===== src/odm_defs.svh =====
// Timing and field constants for the odometer pulse input block
// Included by every file that needs a number; holds definitions only
`ifndef ODM_DEFS_SVH
`define ODM_DEFS_SVH
`define ODM_CLK_MHZ 100
`define ODM_MIN_LOW_TIME_US 10
`define ODM_MIN_LOW_CYCLES (`ODM_MIN_LOW_TIME_US * `ODM_CLK_MHZ)
`define ODM_MIN_CYCLE_TIME_US 1000
`define ODM_FAST_CYCLE_TIME_US 200
`define ODM_WINDOW_US 100000
`define ODM_WINDOW_CYCLES (`ODM_WINDOW_US * `ODM_CLK_MHZ)
`define ODM_BAUD 9600
`define ODM_BIT_CYCLES (`ODM_CLK_MHZ * 1000000 / `ODM_BAUD)
`define ODM_DATA_BITS 8
`define ODM_DIV_SEL_W 3
`define ODM_DIV_CNT_W 7
`define ODM_NUM_DET 3
`endif


===== src/odm_pkg.sv =====
// Types shared by the odometer pulse input block
// Assumes odm_defs.svh is compiled alongside
package odm_pkg;
  typedef enum logic [1:0] {st_idle, st_start, st_data, st_stop} odm_uart_state_type;
endpackage : odm_pkg


===== src/odm_fall_detect.sv =====
// Falling edge detector that re-arms only after the line is seen high
// Assumes sig_in is already synchronous to clock_in
`timescale 1ns/10ps
`include "odm_defs.svh"
module odm_fall_detect (
  input wire logic clock_in,
  input wire logic sys_rst_in,
  input wire logic sig_in,
  output logic pulse_out
);
  logic armed_q;

  // Armed stays low out of reset so a line that starts low is not counted
  always_ff @(posedge clock_in) begin
    if (sys_rst_in) begin
      armed_q <= 1'b0;
      pulse_out <= 1'b0;
    end else begin
      armed_q <= sig_in;
      pulse_out <= armed_q & ~sig_in;
    end
  end
endmodule : odm_fall_detect


===== src/odm_odometer_input.sv =====
// Odometer pulse input: counting, over-rate warning, divider, forwarding, serial line
// Assumes all pin inputs are synchronous to clock_in
`timescale 1ns/10ps
`include "odm_defs.svh"
module odm_odometer_input #(
  parameter int unsigned WINDOW_CYCLES = `ODM_WINDOW_CYCLES,
  parameter int unsigned BIT_CYCLES = `ODM_BIT_CYCLES,
  parameter int COUNT_W = 32,
  parameter int RATE_W = 16
) (
  input wire logic clock_in,
  input wire logic sys_rst_in,
  input wire logic odo1_in,
  input wire logic odo2_in,
  input wire logic active_sel_in,
  input wire logic fast_limit_in,
  input wire logic [`ODM_DIV_SEL_W-1:0] div_sel_in,
  input wire logic [`ODM_DATA_BITS-1:0] tx_data_in,
  input wire logic tx_valid_in,
  input wire logic rx_in,
  output logic [COUNT_W-1:0] odo_count_out,
  output logic count_pulse_out,
  output logic over_rate_out,
  output logic fwd1_out,
  output logic fwd2_out,
  output logic tx_out,
  output logic tx_ready_out,
  output logic [`ODM_DATA_BITS-1:0] rx_data_out,
  output logic rx_valid_out,
  output logic rx_error_out
);
  localparam int unsigned SLOW_LIMIT = WINDOW_CYCLES / (`ODM_MIN_CYCLE_TIME_US * `ODM_CLK_MHZ);
  localparam int unsigned FAST_LIMIT = WINDOW_CYCLES / (`ODM_FAST_CYCLE_TIME_US * `ODM_CLK_MHZ);

  function automatic logic [`ODM_DIV_CNT_W-1:0] div_last(input logic [`ODM_DIV_SEL_W-1:0] sel);
    div_last = `ODM_DIV_CNT_W'((8'h01 << sel) - 8'h01);
  endfunction : div_last

  logic [`ODM_NUM_DET-1:0] det_sig;
  logic [`ODM_NUM_DET-1:0] det_pulse;
  logic [`ODM_DIV_CNT_W-1:0] div_cnt_q;
  logic [`ODM_DIV_SEL_W-1:0] div_sel_q;
  logic div_q;
  logic sel_pulse;
  logic [31:0] win_tmr_q;
  logic [RATE_W-1:0] win_cnt_q;
  logic win_end;
  logic [RATE_W-1:0] rate_limit;
  odm_pkg::odm_uart_state_type tx_st_q;
  odm_pkg::odm_uart_state_type rx_st_q;
  logic [31:0] tx_div_q;
  logic tx_tick;
  logic [2:0] tx_bit_q;
  logic [`ODM_DATA_BITS-1:0] tx_shift_q;
  logic [31:0] rx_cnt_q;
  logic [2:0] rx_bit_q;
  logic [`ODM_DATA_BITS-1:0] rx_shift_q;

  // Detector 0: first jack, 1: raw second jack, 2: divided second jack
  assign det_sig = {div_q, odo2_in, odo1_in};

  genvar gi;
  generate
    for (gi = 0; gi < `ODM_NUM_DET; gi++) begin : g_det
      odm_fall_detect u_det (
        .clock_in(clock_in),
        .sys_rst_in(sys_rst_in),
        .sig_in(det_sig[gi]),
        .pulse_out(det_pulse[gi])
      );
    end
  endgenerate

  // Sampling at the full clock rate keeps far ahead of the fastest legal source
  always_ff @(posedge clock_in) begin
    if (sys_rst_in) begin
      div_sel_q <= '0;
      div_cnt_q <= '0;
      div_q <= 1'b1;
    end else begin
      div_sel_q <= div_sel_in;
      if (div_sel_in != div_sel_q) begin
        div_cnt_q <= '0;
      end else if (det_pulse[1]) begin
        div_cnt_q <= (div_cnt_q == div_last(div_sel_q)) ? '0 : div_cnt_q + 1'b1;
      end
      if (div_sel_in == div_sel_q && det_pulse[1] && div_cnt_q == div_last(div_sel_q)) begin
        div_q <= 1'b0;
      end else if (odo2_in) begin
        div_q <= 1'b1;
      end
    end
  end

  always_ff @(posedge clock_in) begin
    if (sys_rst_in) begin
      fwd1_out <= 1'b1;
      fwd2_out <= 1'b1;
    end else begin
      fwd1_out <= div_q;
      fwd2_out <= odo1_in;
    end
  end

  assign sel_pulse = active_sel_in ? det_pulse[2] : det_pulse[0];

  // One pulse per cycle at most, so the counter never loses an edge
  always_ff @(posedge clock_in) begin
    if (sys_rst_in) begin
      odo_count_out <= '0;
      count_pulse_out <= 1'b0;
    end else begin
      count_pulse_out <= sel_pulse;
      if (sel_pulse) begin
        odo_count_out <= odo_count_out + 1'b1;
      end
    end
  end

  assign win_end = (win_tmr_q == 32'(WINDOW_CYCLES - 1));
  assign rate_limit = fast_limit_in ? RATE_W'(FAST_LIMIT) : RATE_W'(SLOW_LIMIT);

  // The warning only moves at a window boundary, so it lags the rate by one window
  always_ff @(posedge clock_in) begin
    if (sys_rst_in) begin
      win_tmr_q <= '0;
      win_cnt_q <= '0;
      over_rate_out <= 1'b0;
    end else begin
      if (win_end) begin
        win_tmr_q <= '0;
        win_cnt_q <= sel_pulse ? RATE_W'(1) : '0;
        over_rate_out <= (win_cnt_q > rate_limit);
      end else begin
        win_tmr_q <= win_tmr_q + 32'h0000_0001;
        if (sel_pulse && !(&win_cnt_q)) begin
          win_cnt_q <= win_cnt_q + 1'b1;
        end
      end
    end
  end

  assign tx_tick = (tx_div_q == 32'(BIT_CYCLES - 1));

  always_ff @(posedge clock_in) begin
    if (sys_rst_in || tx_tick) begin
      tx_div_q <= '0;
    end else begin
      tx_div_q <= tx_div_q + 32'h0000_0001;
    end
  end

  always_ff @(posedge clock_in) begin
    if (sys_rst_in) begin
      tx_st_q <= odm_pkg::st_idle;
      tx_out <= 1'b1;
      tx_ready_out <= 1'b0;
      tx_bit_q <= '0;
      tx_shift_q <= '0;
    end else begin
      case (tx_st_q)
        odm_pkg::st_idle: begin
          tx_out <= 1'b1;
          if (tx_valid_in && tx_ready_out) begin
            tx_shift_q <= tx_data_in;
            tx_ready_out <= 1'b0;
            tx_st_q <= odm_pkg::st_start;
          end else begin
            tx_ready_out <= 1'b1;
          end
        end
        odm_pkg::st_start: if (tx_tick) begin
          tx_out <= 1'b0;
          tx_bit_q <= '0;
          tx_st_q <= odm_pkg::st_data;
        end
        odm_pkg::st_data: if (tx_tick) begin
          tx_out <= tx_shift_q[0];
          tx_shift_q <= {1'b0, tx_shift_q[`ODM_DATA_BITS-1:1]};
          tx_bit_q <= tx_bit_q + 3'h1;
          if (tx_bit_q == 3'h7) begin
            tx_st_q <= odm_pkg::st_stop;
          end
        end
        odm_pkg::st_stop: if (tx_tick) begin
          tx_out <= 1'b1;
          tx_st_q <= odm_pkg::st_idle;
        end
        default: tx_st_q <= odm_pkg::st_idle;
      endcase
    end
  end

  // Mid-bit sampling with no majority vote; a glitch at mid-bit corrupts the byte
  always_ff @(posedge clock_in) begin
    if (sys_rst_in) begin
      rx_st_q <= odm_pkg::st_idle;
      rx_cnt_q <= '0;
      rx_bit_q <= '0;
      rx_shift_q <= '0;
      rx_data_out <= '0;
      rx_valid_out <= 1'b0;
      rx_error_out <= 1'b0;
    end else begin
      rx_valid_out <= 1'b0;
      rx_error_out <= 1'b0;
      rx_cnt_q <= rx_cnt_q + 32'h0000_0001;
      case (rx_st_q)
        odm_pkg::st_idle: begin
          rx_cnt_q <= '0;
          if (!rx_in) begin
            rx_st_q <= odm_pkg::st_start;
          end
        end
        odm_pkg::st_start: if (rx_cnt_q == 32'(BIT_CYCLES / 2 - 1)) begin
          rx_cnt_q <= '0;
          rx_bit_q <= '0;
          rx_st_q <= rx_in ? odm_pkg::st_idle : odm_pkg::st_data;
        end
        odm_pkg::st_data: if (rx_cnt_q == 32'(BIT_CYCLES - 1)) begin
          rx_cnt_q <= '0;
          rx_shift_q <= {rx_in, rx_shift_q[`ODM_DATA_BITS-1:1]};
          rx_bit_q <= rx_bit_q + 3'h1;
          if (rx_bit_q == 3'h7) begin
            rx_st_q <= odm_pkg::st_stop;
          end
        end
        odm_pkg::st_stop: if (rx_cnt_q == 32'(BIT_CYCLES - 1)) begin
          rx_data_out <= rx_shift_q;
          rx_valid_out <= rx_in;
          rx_error_out <= ~rx_in;
          rx_st_q <= odm_pkg::st_idle;
        end
        default: rx_st_q <= odm_pkg::st_idle;
      endcase
    end
  end
endmodule : odm_odometer_input


===== config.mk =====
export PLATFORM = sky130hd
export DESIGN_NAME = odm_odometer_input
export DESIGN_NICKNAME = d
export VERILOG_FILES = /design/src/odm_pkg.sv /design/src/odm_fall_detect.sv /design/src/odm_odometer_input.sv
export VERILOG_INCLUDE_DIRS = /design/src
export SDC_FILE = /design/constraint.sdc
export NUM_CORES = 1
export LEC_CHECK = 0
export BUFFER_PORTS_ARGS = -buffer_cell sky130_fd_sc_hd__buf_2
export CAP_MARGIN = 20
export CORE_ASPECT_RATIO = 2
export CORE_MARGIN = 2
export CORE_UTILIZATION = 60
export DETAILED_ROUTE_END_ITERATION = 7
export PLACE_DENSITY = 0.9
export SETUP_SLACK_MARGIN = 0.05
export SKIP_LAST_GASP = 1
export SLEW_MARGIN = 30
export SYNTH_ARGS = -nofsm -noshare
export SYNTH_HDL_FRONTEND = slang
export SYNTH_SLANG_ARGS = --single-unit

===== constraint.sdc =====
create_clock -name clock_in -period 3.4 [get_ports clock_in]
set_input_delay 0.68 -clock clock_in [delete_from_list [all_inputs] [get_ports clock_in]]
set_output_delay 0.68 -clock clock_in [all_outputs]
set_load 0.05 [all_outputs]

== Word-level counts from Yosys, hierarchy flattened ==
Index checks and enable logic that the tools add are counted.

* Bits in registers: 203
* Output and inout port bits: 48
* Logic and storage cells: 137
* Memories kept: 0
* Bits in read-only memories: 0
* RAM bits: 0
* Bits in latches: 0

* Div/mod/pow operators: 0
* Multiplexer cells: 38
* Multipliers: 0
* Shifts and indexed selects: 1
* Reductions and logical operators: 25
* Add/subtract/negate cells: 9
* $lt $le $gt $ge: 1
* Bitwise logic cells: 9
* Equality and inequality tests: 25

{| class="wikitable"
|+ Operator list
! cell !! count
|-
| 32-bit by 1-bit adder with 32-bit output (second input constant) || 4
|-
| 32-bit one-hot mux with 3 select lines || 1
|-
| 32-bit by 14-bit equality test with 1-bit output (second input constant) || 2
|-
| 32-bit 2-to-1 mux || 2
|-
| 32-bit by 13-bit equality test with 1-bit output (second input constant) || 1
|-
| 32-bit by 24-bit equality test with 1-bit output (second input constant) || 1
|-
| 16-bit 2-to-1 mux || 2
|-
| 2-bit 2-to-1 mux || 11
|-
| 2-bit != test (second input constant) || 10
|-
| 16-bit by 1-bit adder with 16-bit output (second input constant) || 1
|-
| 16-bit by 9-bit > comparator with 1-bit output || 1
|-
| 8-bit 2-to-1 mux || 2
|-
| 2-bit one-hot mux with 4 select lines || 2
|-
| 8-bit one-hot mux with 2 select lines || 1
|-
| 16-bit AND reduction || 1
|-
| 3-bit 2-to-1 mux || 4
|-
| 3-bit one-hot mux with 2 select lines || 2
|-
| 3-bit AND reduction || 4
|-
| 5-bit AND reduction || 2
|-
| 2-bit nonzero test || 5
|-
| 9-bit 2-to-1 mux || 1
|-
| 2-bit equality test (second input constant) || 4
|-
| 1-bit 2-to-1 mux || 8
|-
| 7-bit by 1-bit adder with 7-bit output (second input constant) || 1
|-
| 19 further kinds || 35
|}

== Depth between registers and ports, before layout ==
* Depth in word-level cells: 5
* Mapped depth: 8
* Gate-level depth less buffers: 7

== By module ==
Synthesis repeated with hierarchy kept, for this count alone.

* Cell total of the unflattened synthesis: 1085
* Area, all modules: 9547.9 um^2

{| class="wikitable"
|+ Modules (own cells, without submodules)
! module !! area each (um^2) !! cells an instance !! times used !! seq. area each (um^2)
|-
| odm_odometer_input || 9371.5 || 1073 || 1 || 3943.8
|-
| odm_fall_detect || 58.8 || 4 || 3 || 40.0
|}

== Least setup slack after synthesis ==
No wires, ideal clock.

* Path kind: register to register
* Start point: reg div_sel_q[0]
* End point: reg div_q
* Setup slack: 0.945 ns
* Arrival: 2.307 ns
* Stages on the path, launching flop included: 9
* Library setup time: 0.147 ns
* Cell sequence: dfxtp_1 clkbuf_1 or3b_2 ha_1 xor2_1 mux2i_1 a21oi_1 nor3b_1 a31oi_1

* Cells in the longest elaborated chain, start to end: 5

{| class="wikitable"
|+ Ends and longest elaborated chain
! item !! line !! source
|-
| start, declared || odm_odometer_input.sv:42 || <nowiki>logic [`ODM_DIV_SEL_W-1:0] div_sel_q;</nowiki>
|-
| start signal, assigned || odm_odometer_input.sv:81 || <nowiki>div_sel_q <= div_sel_in;</nowiki>
|-
| 1-bit by 3-bit << shifter with 7-bit output || odm_odometer_input.sv:36 || <nowiki>div_last = `ODM_DIV_CNT_W'((8'h01 << sel) - 8'h01);</nowiki>
|-
| 7-bit by 1-bit subtractor with 7-bit output || odm_odometer_input.sv:36 ||
|-
| 7-bit equality test || odm_odometer_input.sv:87 || <nowiki>if (div_sel_in == div_sel_q && det_pulse[1] && div_cnt_q == div_last(div_sel_q)) begin</nowiki>
|-
| 1-bit logical AND (*) || odm_odometer_input.sv:87 ||
|-
| 1-bit 2-to-1 mux or 2-bit nonzero test (tied branches) || -- ||
|-
| end signal, assigned || odm_odometer_input.sv:79 || <nowiki>div_q <= 1'b1;</nowiki>
|-
| end signal, assigned || odm_odometer_input.sv:88 || <nowiki>div_q <= 1'b0;</nowiki>
|-
| end signal, assigned || odm_odometer_input.sv:90 || <nowiki>div_q <= 1'b1;</nowiki>
|-
| end, declared || odm_odometer_input.sv:43 || <nowiki>logic div_q;</nowiki>
|}

Every way passes the cells marked *; elsewhere a longest branch is shown, timed or not.
A chain may end at the register's enable or synchronous reset.

== Worst setup path after layout ==
Ends and elaborated chain as after synthesis.

==> flow_summary.ini <==
[power]
seqPwrFrac_pct = 49.3
p_clk_share_pct = 41.6
internal_power_uw = 3780
ir_drop_mv = 0.4538
p_per_area_nw_per_um2 = 472.2
p_sw_uw = 1254
pwr-share-comb_pct = 9.1
p_leak_uw = 0.003846
power_switching_share_pct = 24.91

[die]
fp-row-count = 65
start_util_pct = 61.08
die_w_um = 93.38
die_h_um = 182.8
pin_count = 67
fp.coreArea_um2 = 15700
dieArea_um2 = 17070

[sta]
skew_ps = 8.244
hold_viol = 0
relSlewSlack_pct = 40.53
finalMaxSlewViolations = 0
rsz0062_at_grt = no
max_slew.worst_pin.slew_ps = 885.2
setup_viol = 0
finalCritPeriodShare_pct = 81.72
fmax_mhz = 359.9
fin_tns_setup_ps = 0
min_period_ps = 2778

[critical_path]
slowest_stage = nor3b_1
critical_path.max_fanout = 8
path_class = flip-flop to flip-flop
worstSetupStartpointType = flip-flop
crit_family = simple AND/OR/NAND/NOR gates
reg2reg_slack_ps = 620
cp_num_buf_inv = 0
cp.depth = 7
cp.required_ps = 3740
arrival_ps = 3120
r2r-start = div_sel_q[0]
endpoint_kind = flip-flop
cp_cell_sequence = or3b_2 -> ha_1 -> xor2_1 -> mux2i_1 -> a21oi_1 -> nor3b_1 -> a31oi_1
reg2reg_to = div_q
critPathMaxStageDelay_ps = 700
reg2reg_depth = 7

[routing]
dr.pass1.iters = 5
drc = 0
routed_via_density = 5.971
routed-via-count = 8126
wl_per_cell_um = 15.78
wirelength_um = 21480
drt-initial-drc-count = 286
ant_nets = 0

[clocking]
insertion_delay_ps = 490
clock-root-buffer = clkbuf_16
cts_hold_buf = 0
cts-resized-gates = 0
cts_tree = built
htree_levels = 1
clk_pin_slew_ps = 70
post_cts_buffers = 0
clockBufferDepth = 3
cts-buffers-inserted = 19
clock_sinks = 203

[place]
port_buffers = 66
dpl.cell_count = 1328
hpwlAfterDp_um = 14730
gpl.final_weighted_congestion = 0.8646

[synth]
ys.flop_type = dfxtp_1
ys_async_sr_fraction_pct = 0
yosysUniqueCellTypes = 67
avgSynthCellArea_um2 = 8.723
synth_seq_cells = 203
yosys_warnings = 0
ys_seq_area_share_pct = 42.39
syn-cell-area_um2 = 9587
syn-num-nets = 1138
synthCells = 1099
synth_edf_count = 0

[layout]
mostFrequentLayoutCells = dfxtp_1, nor2_1, nand2_1, buf_2, xnor2_1
nets = 1187
fin_cells = 1361
drive_above_1_share_pct = 11.64
final_common_cell = dfxtp_1
post-route-util_pct = 67.92
syn_to_final_growth_pct = 11.20
diodes = 0

[global_routing]
grt_pass1_vias = 7975
grt_max_degree = 33
grt_pass1_wl_um = 35620
overflow = 0
busiest_layer = met2
use_met1_pct = 25.26
grtUsageMet2_pct = 47.97
met3_usage_pct = 3.410
antenna_found_initial = 0
grt_usage_pct = 24.85

[job]
cap_violations = 0

[min_path]
hold_path_class = input pin to flip-flop
hold_path_depth = 2
holdPathEnd = g_det[1].u_det.pulse_out
worstHoldStart = odo2_in

[outcome]
status = finished, final reports clean
routing by layer:
layer	vias up	wire length (um)	share of wire, %
met3	63	766	3.6
li1	4008	-	-
met1	3864	8146	38
met5	-	0	0
met2	191	11780	55
met4	0	791	3.7
worst register-to-register path: cells and delay by family, from the launching register on:
kind / cells / cell delay [ps]
simple gates: 2 / 1170
flops: 1 / 450
compound gates: 2 / 280
fa+ha+maj: 1 / 260
mux: 1 / 240
xor+xnor: 1 / 230
state kept, by name, summed over array words and instances, names as in the netlist, 2 cells and up, named ones only:
register / cells
tx_st_q: 2
rx_bit_q: 3
div_cnt_q: 7
odo_count_out: 32
rx_data_out: 8
win_tmr_q: 32
g_det.u_det.pulse_out: 3
tx_div_q: 32
rx_shift_q: 8
div_sel_q: 3
tx_bit_q: 3
tx_shift_q: 8
g_det.u_det.armed_q: 3
rx_cnt_q: 32
win_cnt_q: 16
synthesized netlist by cell type, drive strengths merged (9+ instances only):
cell / instances / area (um^2)
dfxtp: 203 / 4064
nor2: 151 / 566.8
nand2: 87 / 326.6
xnor2: 61 / 534.3
nand3: 55 / 285.3
xor2: 55 / 481.7
a21oi: 51 / 255.2
nand4: 41 / 256.5
clkbuf: 37 / 138.9
nor4: 33 / 249.0
mux2i: 29 / 290.3
inv: 28 / 105.1
and3: 25 / 156.4
nor3: 25 / 140.1
o21ai: 25 / 125.1
ha: 20 / 250.2
and4: 17 / 148.9
or3: 17 / 106.4
buf: 14 / 72.57
nor2b: 12 / 75.07
or4: 12 / 90.09
a2111o: 10 / 112.6
and2: 9 / 56.30
cell families (layout without fill, tap and decap cells):
| family | after synthesis | after routing | share of synthesized area, % |
|---|---|---|---|
| multiplexers | 31 | 31 | 3.302 |
| adder cells (fa/ha/maj) | 20 | 20 | 2.610 |
| AND/OR/NAND/NOR | 515 | 515 | 28.28 |
| AO/OA/AOI/OAI | 135 | 135 | 9.515 |
| XOR/XNOR | 116 | 116 | 10.60 |
| flip-flops | 203 | 203 | 42.39 |
| buffers and inverters | 79 | 140 | 3.302 |
power by group through the flow:
stage	Combinational, uW	Sequential (uW)	Clock, uW
CTS	459	2480	2130
global route	502	2490	2220
global placement	433	2530	0
floorplan	355	2540	0
finish	457	2480	2090
detailed placement	451	2530	0
metrics by stage:
step / total power [uW] / cell area [um^2] / hold WS [ps] / setup slack (ps)
after detailed placement: 2986 / 10060 / 424.0 / 647.8
after floorplan: 2895 / 9587 / 392.4 / 945.3
after CTS: 5074 / 10660 / 377.2 / 629.4
final: 5033 / 10660 / 387.8 / 621.6
after global placement: 2962 / 10060 / 401.6 / 671.2
after global routing: 5210 / 10660 / 385.7 / 393.4
worst max-delay path by stage:
| stage | to | slack (ps) | startpoint |
|---|---|---|---|
| 6_report | div_q | 620 | div_sel_q[0] |
| 4_1_cts | div_q | 630 | div_sel_q[0] |
| 2_1_floorplan | div_q | 950 | div_sel_q[0] |
| 5_1_grt | div_cnt_q[4] | 390 | div_sel_q[0] |
| 3_3_place_gp | odo_count_out[28] | 670 | active_sel_in |
| 3_5_place_dp | odo_count_out[28] | 650 | active_sel_in |
area by class of cell:
cell class | count | area [um^2]
clock buffers | 27 | 535.5
fillers | 1218 | 5036
well taps | 201 | 251.5
multi-input cells | 817 | 5213
inverters | 28 | 105.1
flip-flops and latches | 203 | 4064
clock inverters | 6 | 63.81
repair buffers | 79 | 427.9
(Power assumes the default switching activity.)
